--- src/verilog/adcsc_regs.svh ---
// Register offsets, field positions, reset values and timing counts of the scan controller
`ifndef ADCSC_REGS_SVH
`define ADCSC_REGS_SVH

// ****************************************************************
// Register offsets (byte addresses, one word each)
// ****************************************************************
`define ADCSC_OFS_CTRL_ONE 8'h00
`define ADCSC_OFS_CTRL_TWO 8'h04
`define ADCSC_OFS_CTRL_THREE 8'h08
`define ADCSC_OFS_INSEL 8'h0C
`define ADCSC_OFS_PINSEL 8'h10
`define ADCSC_OFS_SCANMASK 8'h14
`define ADCSC_OFS_RESULT_BASE 8'h40

// ****************************************************************
// Field positions
// ****************************************************************
`define ADCSC_C1_DONE 0
`define ADCSC_C1_SAMPLE_ACTIVE 1
`define ADCSC_C1_AUTO_SAMPLE_START 2
`define ADCSC_C1_STOP_ON_FIRST_IRQ 4
`define ADCSC_C1_TRIGGER_SOURCE_SEL_LO 5
`define ADCSC_C1_TRIGGER_SOURCE_SEL_HI 7
`define ADCSC_C1_ON 15
`define ADCSC_C2_ALTS 0
`define ADCSC_C2_SEQUENCES_PER_IRQ_LO 2
`define ADCSC_C2_SEQUENCES_PER_IRQ_HI 5
`define ADCSC_C2_CSCNA 10
`define ADCSC_C2_IRQ 7
`define ADCSC_C3_CDIV_LO 0
`define ADCSC_C3_CDIV_HI 7
`define ADCSC_C3_SAMPLE_TIME_COUNT_LO 8
`define ADCSC_C3_SAMPLE_TIME_COUNT_HI 12
`define ADCSC_IS_SA_LO 16
`define ADCSC_IS_SA_HI 19
`define ADCSC_IS_SB_LO 24
`define ADCSC_IS_SB_HI 27

// ****************************************************************
// Reset values and timing
// ****************************************************************
`define ADCSC_RST_WORD 32'h0000_0000
`define ADCSC_CONV_PERIODS 4'hC
`define ADCSC_MASK_LOW16 32'h0000_FFFF

`endif

--- src/verilog/adcsc_pkg.sv ---
// Types shared by the scan controller modules
package adcsc_pkg;

  typedef enum logic [1:0] {
    ADCSC_IDLE = 2'b00,
    ADCSC_ACQ = 2'b01,
    ADCSC_CONV = 2'b10
  } adcsc_state_t;

  typedef enum logic [2:0] {
    ADCSC_TRIG_SW = 3'b000,
    ADCSC_TRIG_EXT = 3'b001,
    ADCSC_TRIG_TMR = 3'b010,
    ADCSC_TRIG_AUTO = 3'b111
  } adcsc_trig_t;

endpackage : adcsc_pkg

--- src/verilog/adcsc_result_buf.sv ---
// Sixteen-entry conversion result store
module adcsc_result_buf #(
  parameter int DEPTH = 16,
  parameter int WIDTH = 10
) (
  // Clock and reset
  input wire logic clock_i,
  input wire logic arst_n_i,
  input wire logic ce_i,
  // Write side
  input wire logic wr_i,
  input wire logic [3:0] wr_idx_i,
  input wire logic [WIDTH-1:0] wr_data_i,
  // Read side
  input wire logic [3:0] rd_idx_i,
  output logic [WIDTH-1:0] rd_data_o
);
  logic [WIDTH-1:0] mem_q [DEPTH];

  for (genvar g = 0; g < DEPTH; g++) begin : g_ent
    always_ff @(posedge clock_i or negedge arst_n_i) begin
      if (!arst_n_i) begin
        mem_q[g] <= '0;
      end else if (ce_i && wr_i && (wr_idx_i == 4'(g))) begin
        mem_q[g] <= wr_data_i;
      end
    end
  end

  assign rd_data_o = mem_q[rd_idx_i];
endmodule : adcsc_result_buf

--- src/verilog/adcsc_tick.sv ---
// Conversion clock period tick generator
module adcsc_tick (
  // Clock and reset
  input wire logic clock_i,
  input wire logic arst_n_i,
  input wire logic ce_i,
  // Control
  input wire logic run_i,
  input wire logic [7:0] div_i,
  // Tick out
  output logic tick_o
);
  logic [8:0] cnt_q;
  logic [8:0] limit;
  logic hit;

  // One tick every 2*(div+1) bus clocks
  assign limit = {div_i, 1'b1};
  assign hit = (cnt_q == limit);
  assign tick_o = run_i & hit;

  always_ff @(posedge clock_i or negedge arst_n_i) begin
    if (!arst_n_i) begin
      cnt_q <= 9'h000;
    end else if (ce_i) begin
      cnt_q <= (!run_i || hit) ? 9'h000 : cnt_q + 9'h001;
    end
  end
endmodule : adcsc_tick

--- src/verilog/adcsc_top.sv ---
// Acquisition, conversion and scan sequencing of the 10-bit converter
//
// Overview of operation
// - Pin select bit 1: pin digital, port read live, converter input tied to ground.
// - Pin select bit 0: pin analog, port read returns 1, converter samples it.
// - Upper sixteen bits of pin select and scan mask read as zero.
// - Scan includes input n only when scan mask bit n is set; the first scan after reset converts input 0 whatever the mask.
// - Each sample is acquisition with input connected, then hold and convert.
// - Two input selections, A and B, optionally alternating between conversions.
// - Scan mode steps through inputs using selection A only; here the scanned input also replaces B, so no alternation while scanning.
// - Automatic acquisition is started by hardware; length from sample_time_count only with the 111 counter trigger.
// - Conversion lasts twelve conversion clock periods.
// - Each finished conversion is written into one of sixteen result entries.
// - With auto_sample_start, acquisition restarts right after each conversion.
// - Selected trigger ends acquisition and starts conversion, hardware or software.
// - Auto-convert trigger counts acquisition in conversion clock periods.
// - Auto start plus auto-convert repeats sequences without software.
// - Interrupt after sequences_per_irq plus one sequences, one to sixteen.
// - Each new interrupt sequence fills the result store from its first entry.
// - Trigger codes: 111 counter, 010 timer, 001 external edge, 000 software.
// - In automatic modes done clears when acquisition starts from idle; a restart right after a conversion leaves it set.
// - stop_on_first_irq clears auto_sample_start when the interrupt is raised.
//
// Decided for this implementation: the register addresses and the address-and-strobe port.
`include "adcsc_regs.svh"
module adcsc_top #(
  parameter int NCH = 16,
  parameter int RES_W = 10
) (
  // Clock, reset, enable
  input wire logic clock_i,
  input wire logic arst_n_i,
  input wire logic ce_i,
  // Register port
  input wire logic [7:0] addr_i,
  input wire logic [31:0] wdata_i,
  input wire logic wr_i,
  input wire logic rd_i,
  output logic [31:0] rdata_o,
  // Trigger sources
  input wire logic timer_three_match_i,
  input wire logic external_int_pin_0_i,
  // Pins and analog path
  input wire logic [NCH-1:0] pin_level_i,
  output logic [NCH-1:0] port_read_o,
  output logic [NCH-1:0] mux_ground_o,
  output logic [3:0] mux_pos_sel_o,
  output logic sha_connect_o,
  output logic conv_step_o,
  input wire logic [RES_W-1:0] sar_result_i,
  // Interrupt request
  output logic irq_o
);
  // ****************************************************************
  // Registers
  // ****************************************************************
  logic on_q, sample_active_q, auto_sample_start_q, stop_on_first_irq_q, done_q, alts_q, cscna_q, irq_q;
  logic [2:0] trigger_source_sel_q;
  logic [3:0] sequences_per_irq_q;
  logic [4:0] sample_time_count_q;
  logic [7:0] cdiv_q;
  logic [3:0] sa_q, sb_q;
  logic [15:0] pinsel_q, scanmask_q;
  adcsc_pkg::adcsc_state_t state_q, state_d;
  logic [4:0] tcnt_q;
  logic use_b_q;
  logic [3:0] scan_q;
  logic [3:0] wptr_q, seq_q;
  logic ext_q;
  logic [31:0] rdata_q;
  logic [NCH-1:0] port_q, gnd_q;
  logic [3:0] pos_q;
  logic sha_q;
  logic conv_q;

  // ****************************************************************
  // Decode
  // ****************************************************************
  wire wr_c1 = wr_i && (addr_i == `ADCSC_OFS_CTRL_ONE);
  wire wr_c2 = wr_i && (addr_i == `ADCSC_OFS_CTRL_TWO);
  wire wr_c3 = wr_i && (addr_i == `ADCSC_OFS_CTRL_THREE);
  wire wr_is = wr_i && (addr_i == `ADCSC_OFS_INSEL);
  wire wr_ps = wr_i && (addr_i == `ADCSC_OFS_PINSEL);
  wire wr_sm = wr_i && (addr_i == `ADCSC_OFS_SCANMASK);
  wire rd_res = (addr_i[7:6] == 2'b01);
  wire sample_active_wr_clr = wr_c1 && sample_active_q && !wdata_i[`ADCSC_C1_SAMPLE_ACTIVE];
  wire sample_active_wr_set = wr_c1 && wdata_i[`ADCSC_C1_SAMPLE_ACTIVE];

  // ****************************************************************
  // Tick and trigger
  // ****************************************************************
  logic tick;
  adcsc_tick u_tick (
    .clock_i(clock_i),
    .arst_n_i(arst_n_i),
    .ce_i(ce_i),
    .run_i(on_q && (state_q != adcsc_pkg::ADCSC_IDLE)),
    .div_i(cdiv_q),
    .tick_o(tick)
  );

  wire ext_edge = external_int_pin_0_i && !ext_q;
  wire in_acq = (state_q == adcsc_pkg::ADCSC_ACQ);
  wire in_conv = (state_q == adcsc_pkg::ADCSC_CONV);
  logic trig;
  always_comb begin
    unique case (trigger_source_sel_q)
      adcsc_pkg::ADCSC_TRIG_SW: trig = sample_active_wr_clr;
      adcsc_pkg::ADCSC_TRIG_EXT: trig = ext_edge;
      adcsc_pkg::ADCSC_TRIG_TMR: trig = timer_three_match_i;
      adcsc_pkg::ADCSC_TRIG_AUTO: trig = tick && (tcnt_q + 5'h01 >= sample_time_count_q);
      default: trig = 1'b0;
    endcase
  end

  wire conv_end = in_conv && tick && (tcnt_q == 5'(`ADCSC_CONV_PERIODS - 1));
  wire seq_last = (seq_q == sequences_per_irq_q);
  wire raise_irq = conv_end && seq_last;
  wire auto_sample_start_eff = auto_sample_start_q && !(raise_irq && stop_on_first_irq_q);
  // A sampling bit written together with the enable must still start acquisition
  wire idle_go = (state_q == adcsc_pkg::ADCSC_IDLE) && (sample_active_wr_set || sample_active_q || auto_sample_start_q);
  wire start_acq = on_q && (idle_go || (conv_end && auto_sample_start_eff));

  // Next scan input: lowest masked index above current, wrapping
  logic [3:0] scan_next;
  always_comb begin
    scan_next = scan_q;
    for (int k = 16; k >= 1; k--) begin
      if (scanmask_q[4'(scan_q + 4'(k))]) begin
        scan_next = 4'(scan_q + 4'(k));
      end
    end
  end

  // ****************************************************************
  // Sequencer
  // ****************************************************************
  always_comb begin
    state_d = state_q;
    unique case (state_q)
      adcsc_pkg::ADCSC_IDLE: if (start_acq) state_d = adcsc_pkg::ADCSC_ACQ;
      adcsc_pkg::ADCSC_ACQ: if (trig) state_d = adcsc_pkg::ADCSC_CONV;
      adcsc_pkg::ADCSC_CONV: begin
        if (conv_end) state_d = auto_sample_start_eff ? adcsc_pkg::ADCSC_ACQ : adcsc_pkg::ADCSC_IDLE;
      end
      default: state_d = adcsc_pkg::ADCSC_IDLE;
    endcase
    if (!on_q) state_d = adcsc_pkg::ADCSC_IDLE;
  end

  always_ff @(posedge clock_i or negedge arst_n_i) begin
    if (!arst_n_i) begin
      state_q <= adcsc_pkg::ADCSC_IDLE;
      tcnt_q <= 5'h00;
      ext_q <= 1'b0;
    end else if (ce_i) begin
      state_q <= state_d;
      ext_q <= external_int_pin_0_i;
      if (state_d != state_q) tcnt_q <= 5'h00;
      else if (tick) tcnt_q <= tcnt_q + 5'h01;
    end
  end

  // Input selection, pointers, sequence count
  always_ff @(posedge clock_i or negedge arst_n_i) begin
    if (!arst_n_i) begin
      use_b_q <= 1'b0;
      scan_q <= 4'h0;
      wptr_q <= 4'h0;
      seq_q <= 4'h0;
    end else if (ce_i) begin
      if (conv_end) begin
        use_b_q <= alts_q && !use_b_q;
        if (cscna_q) scan_q <= scan_next;
        wptr_q <= raise_irq ? 4'h0 : wptr_q + 4'h1;
        seq_q <= seq_last ? 4'h0 : seq_q + 4'h1;
      end
    end
  end

  logic [RES_W-1:0] res_rd;
  adcsc_result_buf #(.DEPTH(16), .WIDTH(RES_W)) u_buf (
    .clock_i(clock_i),
    .arst_n_i(arst_n_i),
    .ce_i(ce_i),
    .wr_i(conv_end),
    .wr_idx_i(wptr_q),
    .wr_data_i(sar_result_i),
    .rd_idx_i(addr_i[5:2]),
    .rd_data_o(res_rd)
  );

  // ****************************************************************
  // Control register state
  // ****************************************************************
  always_ff @(posedge clock_i or negedge arst_n_i) begin
    if (!arst_n_i) begin
      on_q <= 1'b0;
      sample_active_q <= 1'b0;
      auto_sample_start_q <= 1'b0;
      stop_on_first_irq_q <= 1'b0;
      done_q <= 1'b0;
      alts_q <= 1'b0;
      cscna_q <= 1'b0;
      irq_q <= 1'b0;
      trigger_source_sel_q <= 3'h0;
      sequences_per_irq_q <= 4'h0;
      sample_time_count_q <= 5'h00;
      cdiv_q <= 8'h00;
      sa_q <= 4'h0;
      sb_q <= 4'h0;
      pinsel_q <= 16'h0000;
      scanmask_q <= 16'h0000;
    end else if (ce_i) begin
      if (wr_c1) begin
        on_q <= wdata_i[`ADCSC_C1_ON];
        trigger_source_sel_q <= wdata_i[`ADCSC_C1_TRIGGER_SOURCE_SEL_HI:`ADCSC_C1_TRIGGER_SOURCE_SEL_LO];
        stop_on_first_irq_q <= wdata_i[`ADCSC_C1_STOP_ON_FIRST_IRQ];
      end
      if (wr_c1) auto_sample_start_q <= wdata_i[`ADCSC_C1_AUTO_SAMPLE_START];
      else if (raise_irq && stop_on_first_irq_q) auto_sample_start_q <= 1'b0;
      // Sampling flag mirrors acquisition; hardware set wins
      if (start_acq || (in_acq && !trig)) sample_active_q <= 1'b1;
      else if (wr_c1) sample_active_q <= wdata_i[`ADCSC_C1_SAMPLE_ACTIVE];
      else if (trig && in_acq) sample_active_q <= 1'b0;
      if (conv_end) done_q <= 1'b1;
      else if (start_acq && auto_sample_start_q) done_q <= 1'b0;
      else if (wr_c1) done_q <= wdata_i[`ADCSC_C1_DONE];
      if (raise_irq) irq_q <= 1'b1;
      else if (wr_c2) irq_q <= wdata_i[`ADCSC_C2_IRQ];
      if (wr_c2) begin
        alts_q <= wdata_i[`ADCSC_C2_ALTS];
        sequences_per_irq_q <= wdata_i[`ADCSC_C2_SEQUENCES_PER_IRQ_HI:`ADCSC_C2_SEQUENCES_PER_IRQ_LO];
        cscna_q <= wdata_i[`ADCSC_C2_CSCNA];
      end
      if (wr_c3) begin
        cdiv_q <= wdata_i[`ADCSC_C3_CDIV_HI:`ADCSC_C3_CDIV_LO];
        sample_time_count_q <= wdata_i[`ADCSC_C3_SAMPLE_TIME_COUNT_HI:`ADCSC_C3_SAMPLE_TIME_COUNT_LO];
      end
      if (wr_is) begin
        sa_q <= wdata_i[`ADCSC_IS_SA_HI:`ADCSC_IS_SA_LO];
        sb_q <= wdata_i[`ADCSC_IS_SB_HI:`ADCSC_IS_SB_LO];
      end
      if (wr_ps) pinsel_q <= wdata_i[15:0];
      if (wr_sm) scanmask_q <= wdata_i[15:0];
    end
  end

  // ****************************************************************
  // Read mux
  // ****************************************************************
  logic [31:0] rd_mux;
  always_comb begin
    rd_mux = `ADCSC_RST_WORD;
    unique case (addr_i)
      `ADCSC_OFS_CTRL_ONE: begin
        rd_mux[`ADCSC_C1_ON] = on_q;
        rd_mux[`ADCSC_C1_TRIGGER_SOURCE_SEL_HI:`ADCSC_C1_TRIGGER_SOURCE_SEL_LO] = trigger_source_sel_q;
        rd_mux[`ADCSC_C1_STOP_ON_FIRST_IRQ] = stop_on_first_irq_q;
        rd_mux[`ADCSC_C1_AUTO_SAMPLE_START] = auto_sample_start_q;
        rd_mux[`ADCSC_C1_SAMPLE_ACTIVE] = sample_active_q;
        rd_mux[`ADCSC_C1_DONE] = done_q;
      end
      `ADCSC_OFS_CTRL_TWO: begin
        rd_mux[`ADCSC_C2_CSCNA] = cscna_q;
        rd_mux[`ADCSC_C2_IRQ] = irq_q;
        rd_mux[`ADCSC_C2_SEQUENCES_PER_IRQ_HI:`ADCSC_C2_SEQUENCES_PER_IRQ_LO] = sequences_per_irq_q;
        rd_mux[`ADCSC_C2_ALTS] = alts_q;
      end
      `ADCSC_OFS_CTRL_THREE: begin
        rd_mux[`ADCSC_C3_SAMPLE_TIME_COUNT_HI:`ADCSC_C3_SAMPLE_TIME_COUNT_LO] = sample_time_count_q;
        rd_mux[`ADCSC_C3_CDIV_HI:`ADCSC_C3_CDIV_LO] = cdiv_q;
      end
      `ADCSC_OFS_INSEL: begin
        rd_mux[`ADCSC_IS_SA_HI:`ADCSC_IS_SA_LO] = sa_q;
        rd_mux[`ADCSC_IS_SB_HI:`ADCSC_IS_SB_LO] = sb_q;
      end
      `ADCSC_OFS_PINSEL: rd_mux[15:0] = pinsel_q;
      `ADCSC_OFS_SCANMASK: rd_mux[15:0] = scanmask_q;
      default: if (rd_res) rd_mux[RES_W-1:0] = res_rd;
    endcase
  end

  // ****************************************************************
  // Outputs, all registered
  // ****************************************************************
  wire [3:0] pos_d = cscna_q ? scan_q : (use_b_q ? sb_q : sa_q);
  always_ff @(posedge clock_i or negedge arst_n_i) begin
    if (!arst_n_i) begin
      rdata_q <= `ADCSC_RST_WORD;
      port_q <= '1;
      gnd_q <= '0;
      pos_q <= 4'h0;
      sha_q <= 1'b0;
      conv_q <= 1'b0;
    end else if (ce_i) begin
      rdata_q <= rd_i ? rd_mux : `ADCSC_RST_WORD;
      port_q <= pin_level_i | ~pinsel_q;
      gnd_q <= pinsel_q;
      pos_q <= pos_d;
      sha_q <= (state_d == adcsc_pkg::ADCSC_ACQ);
      conv_q <= (state_d == adcsc_pkg::ADCSC_CONV);
    end
  end

  assign rdata_o = rdata_q;
  assign port_read_o = port_q;
  assign mux_ground_o = gnd_q;
  assign mux_pos_sel_o = pos_q;
  assign sha_connect_o = sha_q;
  assign conv_step_o = conv_q;
  assign irq_o = irq_q;
endmodule : adcsc_top
--- config.mk ---
export PLATFORM = sky130hd
export DESIGN_NAME = adcsc_top
export DESIGN_NICKNAME = d
export VERILOG_FILES = /design/src/verilog/adcsc_pkg.sv /design/src/verilog/adcsc_result_buf.sv /design/src/verilog/adcsc_tick.sv /design/src/verilog/adcsc_top.sv
export VERILOG_INCLUDE_DIRS = /design/src /design/src/verilog
export SDC_FILE = /design/constraint.sdc
export NUM_CORES = 1
export LEC_CHECK = 0
export BUFFER_PORTS_ARGS = -buffer_cell sky130_fd_sc_hd__clkbuf_2
export CAP_MARGIN = 10
export CORE_ASPECT_RATIO = 0.9
export CORE_MARGIN = 8
export CORE_UTILIZATION = 50
export DETAILED_ROUTE_END_ITERATION = 16
export PLACE_DENSITY = 0.69
export SYNTH_ARGS = -nofsm -noshare
export SYNTH_HDL_FRONTEND = slang
export SYNTH_HIERARCHICAL = 1
export SYNTH_SLANG_ARGS = --single-unit
--- constraint.sdc ---
create_clock -name clock_i -period 4.3 [get_ports clock_i]
set_input_delay 1.075 -clock clock_i [delete_from_list [all_inputs] [get_ports clock_i]]
set_output_delay 1.075 -clock clock_i [all_outputs]
set_load 0.1 [all_outputs]
# Yosys cells after proc, flatten, opt, wreduce, memory -nomap -nowiden
# Cells that the tools add are included.
# totals
reg_bits	328
inputBits	73
out_inout_bits	71
word_cells	285
# classes
addsub	19
order_cmp	17
n_eq_ne	32
n_mux	88
bitwise	4
reduce_logical	79
# ops
operator	count
4-bit 2-to-1 mux	21
4-bit by 5-bit < comparator with 1-bit output, second input constant	15
1-bit binary-select mux with 4-bit select	15
1-bit logical AND	41
10-bit binary-select mux with 4-bit select	1
4-bit adder, second input constant	8
4-bit == test, second input constant	8
10-bit 2-to-1 mux	3
28-bit 2-to-1 mux	1
1-bit 2-to-1 mux	26
2-bit AND reduction	12
1-bit case mux with 6 select lines	3
4-bit by 3-bit adder with 4-bit output, second input constant	4
4-bit by 3-bit == test with 1-bit output, second input constant	4
8-bit by 4-bit == test with 1-bit output, second input constant	2
8-bit by 5-bit == test with 1-bit output, second input constant	2
16-bit NOT	1
16-bit OR	1
1-bit case mux with 5 select lines	3
15-bit nonzero test	1
4-bit by 1-bit adder with 4-bit output, second input constant	3
2-bit case mux with 3 select lines	2
2-bit case mux with 6 select lines	1
5-bit 2-to-1 mux	2
other kinds (36)	59

# Depth between registers and ports, before layout
# Gate-level depths: netlist of the first run.
# logic_depth
depth_word	18
ltp_mapped	15
depth_no_buf	11

# Modules after synthesis
# The synthesis of the first run kept the hierarchy.
# modules_own_cells
module	n_inst	cells_each	area_per_inst_um2	seq_area_each_um2
adcsc_top	1	815	9043.7	3798.6
adcsc_result_buf	1	447	7216.9	4003.8
adcsc_tick	1	61	591.8	225.2

# Least setup slack after synthesis of the first run
# Ideal clock, no wire load.
# synth_timing
kind	register to register
from	register scan_q[1]
to	register scan_q[1]
setup_ns	0.128
arrival_time_ns	3.503
required_ns	4.172
slack_ns	0.669
stages_incl_launch_ff	15
path_buffers	3
synth_period_minus_slack_ns	3.631
path_cell_list	dfrtp_1 > buf_2 > buf_2 > inv_1 > ha_1 > buf_6 > mux4_2 > mux2i_1 > mux2i_2 > or2_4 > nor3_2 > nand4_1 > and3_4 > o31ai_2 > mux2_1
# synth_between
elab_chain_len	17
elab_cells_between_ends	62
cone_classes	add/sub (15); mux (45); reduce/logical (2)
# synth_rtl
element	line_no	source
start: declaration	adcsc_top.sv:67	logic [3:0] scan_q;
start signal: assignment	adcsc_top.sv:174	if (cscna_q) scan_q <= scan_next;
4-bit adder	adcsc_top.sv:129, adcsc_top.sv:130	
1-bit binary-select mux with 4-bit select	adcsc_top.sv:129	if (scanmask_q[4'(scan_q + 4'(k))]) begin
1-bit 2-to-1 mux (implied by the code)	adcsc_top.sv:129	
4-bit 2-to-1 mux (14 in a row)	adcsc_top.sv:129	
# Several ways; a longest one is shown, not always the timed one. The select of a mux whose other input is x is not followed.
# A chain may end at the register's enable or synchronous reset.

# Worst setup path in the final report of the first run
# layout_timing
from	register scan_q[0]
to	register scan_q[1]
# The elaborated chain is that of the path after synthesis.

==> impl_metrics.py, run 1 <==
metrics = {
    "final_layout": {
        "final_cell_mix": "dfrtp_1 (304), mux2_2 (249), clkbuf_2 (124)",
        "diodes": 0,
        "fin_util_pct": 57.8,
        "instances_no_fill": 1897,
        "final_nets": 1539,
        "drive_gt1_share_pct": 39.5,
        "area_growth_pct": 13.5,
        "layout_commonest_cell": "dfrtp_1",
    },
    "place": {
        "dp.cells": 1835,
        "io_buffers": 127,
        "place_congestion": 0.912,
        "place_hpwl_um": 31200,
    },
    "grt": {
        "grt_pass1_vias": 11800,
        "met2_usage_pct": 32.9,
        "grt_pass1_wl_um": 69200,
        "grt.met3_usage_pct": 4.56,
        "grt_max_degree": 108,
        "grt.busiest_layer": "met2",
        "met1_usage_pct": 31.5,
        "grt-ovfl-total": 0,
        "antenna_found_initial": 0,
        "grt_use_total_pct": 21.9,
    },
    "die": {
        "rows": 63,
        "io_pins": 144,
        "core_sq_um": 33100,
        "die_area_sq_um": 39800,
        "die_h_um": 190,
        "die_width_um": 210,
        "initial_core_util_pct": 50.9,
    },
    "drt": {
        "initialDrtViolationCount": 925,
        "route.final.wire_length_um": 44200,
        "vias": 11600,
        "drtPass1Iterations": 7,
        "wl_per_cell_um": 23.3,
        "avgViaCountPerCell": 6.13,
        "post-route-drc-count": 0,
        "ant_nets": 0,
    },
    "critical_path": {
        "crit_path_top_delay_cell": "mux4_2",
        "crit_type": "reg2reg",
        "critPathCaptureType": "register",
        "slowest_delay_ns": 0.59,
        "path_buf_inv": 2,
        "crit_path_start_kind": "register",
        "cp.required_ns": 4.69,
        "r2r_start": "scan_q[0]",
        "arrival_ns": 4.16,
        "cp-startpoint": "scan_q[0]",
        "rr_endpoint": "scan_q[1]",
        "cp_top_family": "multiplexers",
        "r2r_slack_ns": 0.53,
        "worstPathMaxFanout": 11,
        "cp.depth": 12,
        "crit_chain": "inv_2, ha_1, buf_12, mux4_2, mux2i_1, mux2i_2, or2_4, nor3_2, nand4_1, and3_4, o31ai_2, mux2_1",
        "crit_path_end": "scan_q[1]",
        "reg2reg_depth": 12,
    },
    "clocking": {
        "post-cts-setup-buffers": 0,
        "numCtsBuffers": 35,
        "cts_resized": 0,
        "cts.sinks": 320,
        "clock_latency_ns": 0.52,
        "cts-htree-levels": 2,
        "clock-root-buffer": "clkbuf_16",
        "hold_buffers": 0,
        "max-clock-path-buffers": 3,
        "clkTransAtPathRegs_ns": 0.07,
        "cts_tree": "done",
    },
    "pwr": {
        "irDropWorstVdd_uv": 310,
        "power_leakage_nw": 8.89,
        "clkPwrFrac_pct": 46.4,
        "seqPwrFrac_pct": 46.3,
        "internal_power_w": 0.00505,
        "p_comb_share_pct": 7.2,
        "swShare_pct": 24.3,
        "switchingPower_w": 0.00162,
        "total_power_w": 0.00667,
        "power.density_nw_per_um2": 349,
    },
    "sta": {
        "final.setup.tns_ns": 0,
        "setup_violations": 0,
        "layout_worst_path_cycle_share_pct": 87.7,
        "tightest_slew_ns": 1.23,
        "fin_crit_ns": 3.77,
        "rsz0062_at_grt": "no",
        "clock.fmax_mhz": 265,
        "slew_viol_final": 0,
        "hold_slack_ns": 0.486,
        "finClkSkew_ns": 0.0209,
        "hold_viol_final": 0,
        "relSlewSlack_pct": 17.8,
    },
    "synth": {
        "synth_ff_type": "dfrtp_1",
        "synthCells": 1323,
        "async_flop_share_pct": 100,
        "synthDistinctLibCells": 91,
        "synth_edf_count": 0,
        "avgSynthCellArea_sq_um": 12.7,
        "syn_area_sq_um": 16900,
        "seq_area_frac_synth_pct": 47.6,
        "yosysWarnings": 6,
        "ys_ff_latch": 320,
    },
    "run_status": {
        "status": "finished, final reports clean",
    },
    "min_path": {
        "holdCritStartpoint": "port_read_o[9]",
        "worstHoldPathType": "reg2reg",
    },
    "flow_run": {
        "maxCapViolations": 0,
    },
}
cells in the mapped netlist, drive strengths merged (4+ instances only):
master | count | area [sq um]
nand3 | 29 | 145
nor2b | 5 | 31.3
a22o | 11 | 96.3
o22a | 4 | 35.0
xor2 | 11 | 96.3
a21oi | 29 | 149
nand2b | 13 | 81.3
nor4 | 7 | 43.8
mux2 | 255 | 2870
ha | 16 | 200
dfrtp | 304 | 7610
nand3b | 5 | 37.5
buf | 40 | 267
o21ai | 51 | 255
and3 | 8 | 56.3
a222oi | 5 | 50.1
inv | 35 | 131
mux4 | 65 | 1510
nor2 | 70 | 288
o211ai | 6 | 45.0
dfstp | 16 | 420
a22oi | 29 | 218
a221oi | 6 | 52.6
nor3 | 19 | 131
and2 | 6 | 38.8
xnor2 | 24 | 244
a31oi | 25 | 156
clkbuf | 42 | 199
mux2i | 44 | 477
nand4 | 6 | 50.0
o2bb2ai | 19 | 166
a21o | 5 | 38.8
nand2 | 63 | 236
per-layer routing:
| metal | vias to the layer above | wire length (um) |
|---|---|---|
| li1 | 5206 | - |
| met1 | 6006 | 20600 |
| met2 | 356 | 19600 |
| met3 | 65 | 2760 |
| met4 | 0 | 1190 |
| met5 | - | 0 |
state kept, by name, summed over array words and instances (netlist names), 5 cells and up:
register and flops:
u_buf/mem_q 160, pinsel_q 16, rdata_o 24, mux_ground_o 16, u_tick/cnt_q 9, sample_time_count_q 5
port_read_o 16, cdiv_q 8, tcnt_q 5, scanmask_q 16
stage by stage:
step	area, sq um	setup slack [ns]
detailed placement	17900	0.547
global placement	17900	0.650
CTS	19100	0.525
floorplan	16900	0.669
finish	19100	0.530
global route	19100	0.310
worst min-delay path, cell delays in order, from the launching register on:
cell     delay [ns]
dfstp_2        0.36
nor2_1         0.07
a31oi_1        0.04
cell type report:
class	count	area (sq um)
clock buffers	50	1030
clock inverters	12	155
fillers	2673	14000
inverters	38	143
multi-input cells	890	8250
flip-flops and latches	320	8030
well taps	422	528
repair buffers	165	986
logic make-up (layout without fill, tap and decap cells):
logic type      Yosys count  in the layout  synth area share (%)
xor+xnor                 35             35                  2.02
buf+inv                 120            265                  3.61
simple gates            246            246                  7.55
other cells               1              8                0.0223
flops                   320            320                  47.6
compound gates          221            221                  9.18
mux                     364            364                  28.8
fa+ha+maj                16             16                  1.19
worst min path at each step:
stage,endpoint,depth (start not counted)
after floorplan,port_read_o[4],1
after global placement,u_buf/mem_q[49],1
after detailed placement,rdata_o[12],1
after CTS,port_read_o[13],2
after global routing,rdata_o[12],1
final,port_read_o[9],2
power groups by stage:
stage / clock network (W) / registers (W) / logic (W)
global route: 0.00325 / 0.00309 / 0.000524
CTS: 0.00314 / 0.00309 / 0.000486
floorplan: 0 / 0.00320 / 0.000237
global placement: 0 / 0.00314 / 0.000479
detailed placement: 0 / 0.00314 / 0.000485
finish: 0.00309 / 0.00309 / 0.000483
Note: power is estimated with default switching activity, not from simulation.
==> run 2: changes to the inputs <==
--- a/config.mk
+++ b/config.mk
@@ -8,11 +8,13 @@
 export LEC_CHECK = 0
 export BUFFER_PORTS_ARGS = -buffer_cell sky130_fd_sc_hd__clkbuf_2
 export CAP_MARGIN = 10
+export CELL_PAD_IN_SITES_DETAIL_PLACEMENT = 2
+export CELL_PAD_IN_SITES_GLOBAL_PLACEMENT = 2
 export CORE_ASPECT_RATIO = 0.9
 export CORE_MARGIN = 8
-export CORE_UTILIZATION = 50
+export CORE_UTILIZATION = 42
 export DETAILED_ROUTE_END_ITERATION = 16
-export PLACE_DENSITY = 0.69
+export PLACE_DENSITY_LB_ADDON = 0.1
 export SYNTH_ARGS = -nofsm -noshare
 export SYNTH_HDL_FRONTEND = slang
 export SYNTH_HIERARCHICAL = 1
==> impl_metrics.py, run 2 (synthesis gave the netlist of run 1 again) <==
metrics = {
    "critical_path": {
        "arrival_ns": 4.33,
        "worstPathMaxFanout": 10,
        "crit_type": "reg2reg",
        "critPathCaptureType": "register",
        "r2r_start": "cdiv_q[3]",
        "rr_endpoint": "u_buf/mem_q[89]",
        "cp.required_ns": 4.73,
        "reg2reg_depth": 10,
        "crit_path_start_kind": "register",
        "r2r_slack_ns": 0.40,
    },
    "sta": {
        "layout_worst_path_cycle_share_pct": 90.7,
        "hold_viol_final": 0,
        "setup_ws_ns": 0.399,
        "hold_slack_ns": 0.484,
        "slew_viol_final": 0,
        "tightest_slew_ns": 0.934,
        "fin_crit_ns": 3.90,
        "clock.fmax_mhz": 256,
        "rsz0062_at_grt": "no",
        "finClkSkew_ns": 0.0157,
        "relSlewSlack_pct": 37.8,
        "setup_violations": 0,
        "final.setup.tns_ns": 0,
    },
    "flow_run": {
        "maxCapViolations": 0,
    },
    "clocking": {
        "post-cts-setup-buffers": 0,
        "clock-root-buffer": "clkbuf_16",
        "clock_latency_ns": 0.56,
        "clkTransAtPathRegs_ns": 0.06,
        "cts_tree": "done",
        "cts.sinks": 320,
        "hold_buffers": 0,
        "cts_resized": 0,
        "numCtsBuffers": 37,
        "max-clock-path-buffers": 3,
        "cts-htree-levels": 2,
    },
    "drt": {
        "initialDrtViolationCount": 615,
        "post-route-drc-count": 0,
        "drtPass1Iterations": 5,
        "ant_nets": 0,
        "vias": 12000,
        "wl_per_cell_um": 27.6,
        "route.final.wire_length_um": 55700,
        "avgViaCountPerCell": 5.92,
    },
    "die": {
        "core_sq_um": 39500,
        "die_width_um": 227,
        "rows": 69,
        "initial_core_util_pct": 42.6,
        "die_h_um": 206,
        "die_area_sq_um": 46800,
        "io_pins": 144,
    },
    "final_layout": {
        "area_growth_pct": 14.7,
        "layout_commonest_cell": "dfrtp_1",
        "final_area_sq_um": 19300,
        "final_nets": 1548,
        "top_register": "u_buf/mem_q",
        "largest_register_ffs": 160,
        "instances_no_fill": 2020,
        "final_cell_mix": "dfrtp_1 (304), mux2_2 (249), clkbuf_2 (124)",
        "drive_gt1_share_pct": 39.8,
    },
    "grt": {
        "grt_max_degree": 120,
        "grt-ovfl-total": 0,
        "grt_pass1_wl_um": 85800,
        "antenna_found_initial": 2,
        "grt_pass1_vias": 13400,
        "grt_use_total_pct": 24.1,
    },
    "place": {
        "dp.cells": 1952,
        "place_hpwl_um": 39000,
        "dp_slack_ns": 0.476,
        "place_congestion": 0.843,
        "io_buffers": 127,
        "postPlaceCellArea_sq_um": 18100,
    },
    "min_path": {
        "worstHoldPathType": "reg2reg",
        "holdCritStartpoint": "pinsel_q[13]",
        "whs_path_depth": 1,
        "holdPathEnd": "port_read_o[13]",
    },
    "pwr": {
        "irDropWorstVdd_uv": 282,
        "power.density_nw_per_um2": 350,
        "power_leakage_nw": 8.95,
    },
    "run_status": {
        "status": "finished, final reports clean",
    },
}
## run 2: cell count changes in the layout (fill, tap and decap cells not counted), sizes merged
cell      delta
bufinv       -2
inv          +2
buf          +7
clkinvlp     -2
clkbuf       +6
diode        +2
## run 2: per-stage QoR
stage               power, W  util (%)
floorplan            0.00343         -
global placement     0.00365      45.8
detailed placement   0.00366      45.8
CTS                  0.00685      48.9
global route         0.00698      48.9
finish               0.00676      48.9
## run 2: worst max-delay path, cell delays in order (launching register included)
cell and delay [ns]:
dfrtp_1 0.47, xnor2_1 0.23, nand4_2 0.19, nor3_1 0.33
and2_1 0.36, nand3_1 0.12, nor4_1 0.33, buf_4 0.24
nand4_1 0.34, nor2_2 0.75, mux2_2 0.42
## run 2: worst max path at each step
stage | start | to | slack (ns) | cells past startpoint
after floorplan | scan_q[1] | scan_q[1] | 0.67 | 14
after CTS | scan_q[0] | scan_q[1] | 0.45 | 12
after global routing | cdiv_q[3] | u_buf/mem_q[80] | 0.22 | 10
after detailed placement | scan_q[0] | scan_q[1] | 0.48 | 12
after global placement | scan_q[0] | scan_q[2] | 0.51 | 13
final | cdiv_q[3] | u_buf/mem_q[89] | 0.40 | 10
## run 2: layout make-up
class	count	area [sq um]
timing repair buffer	172	1040
clock buffer	56	1110
fill	3857	20200
antenna	2	5.00
inverter	38	143
multi-input combinational	890	8250
sequential	320	8030
clock inverter	10	97.6
tap	532	666
## run 2: power by group
group          switching (W)  internal (W)
Clock                0.00130       0.00185
Sequential         0.0000474       0.00305
Combinational       0.000371      0.000146
Total                0.00172       0.00504
## run 2: metal layers
metal,part of all wire (%),GRT usage (%),routed length (um),up-vias
li1,-,-,-,5224
met1,47,34.2,26200,6439
met2,47,38.0,26000,220
met3,3.9,3.82,2180,74
met4,2.2,6.64,1230,2
met5,0.014,0,8,-
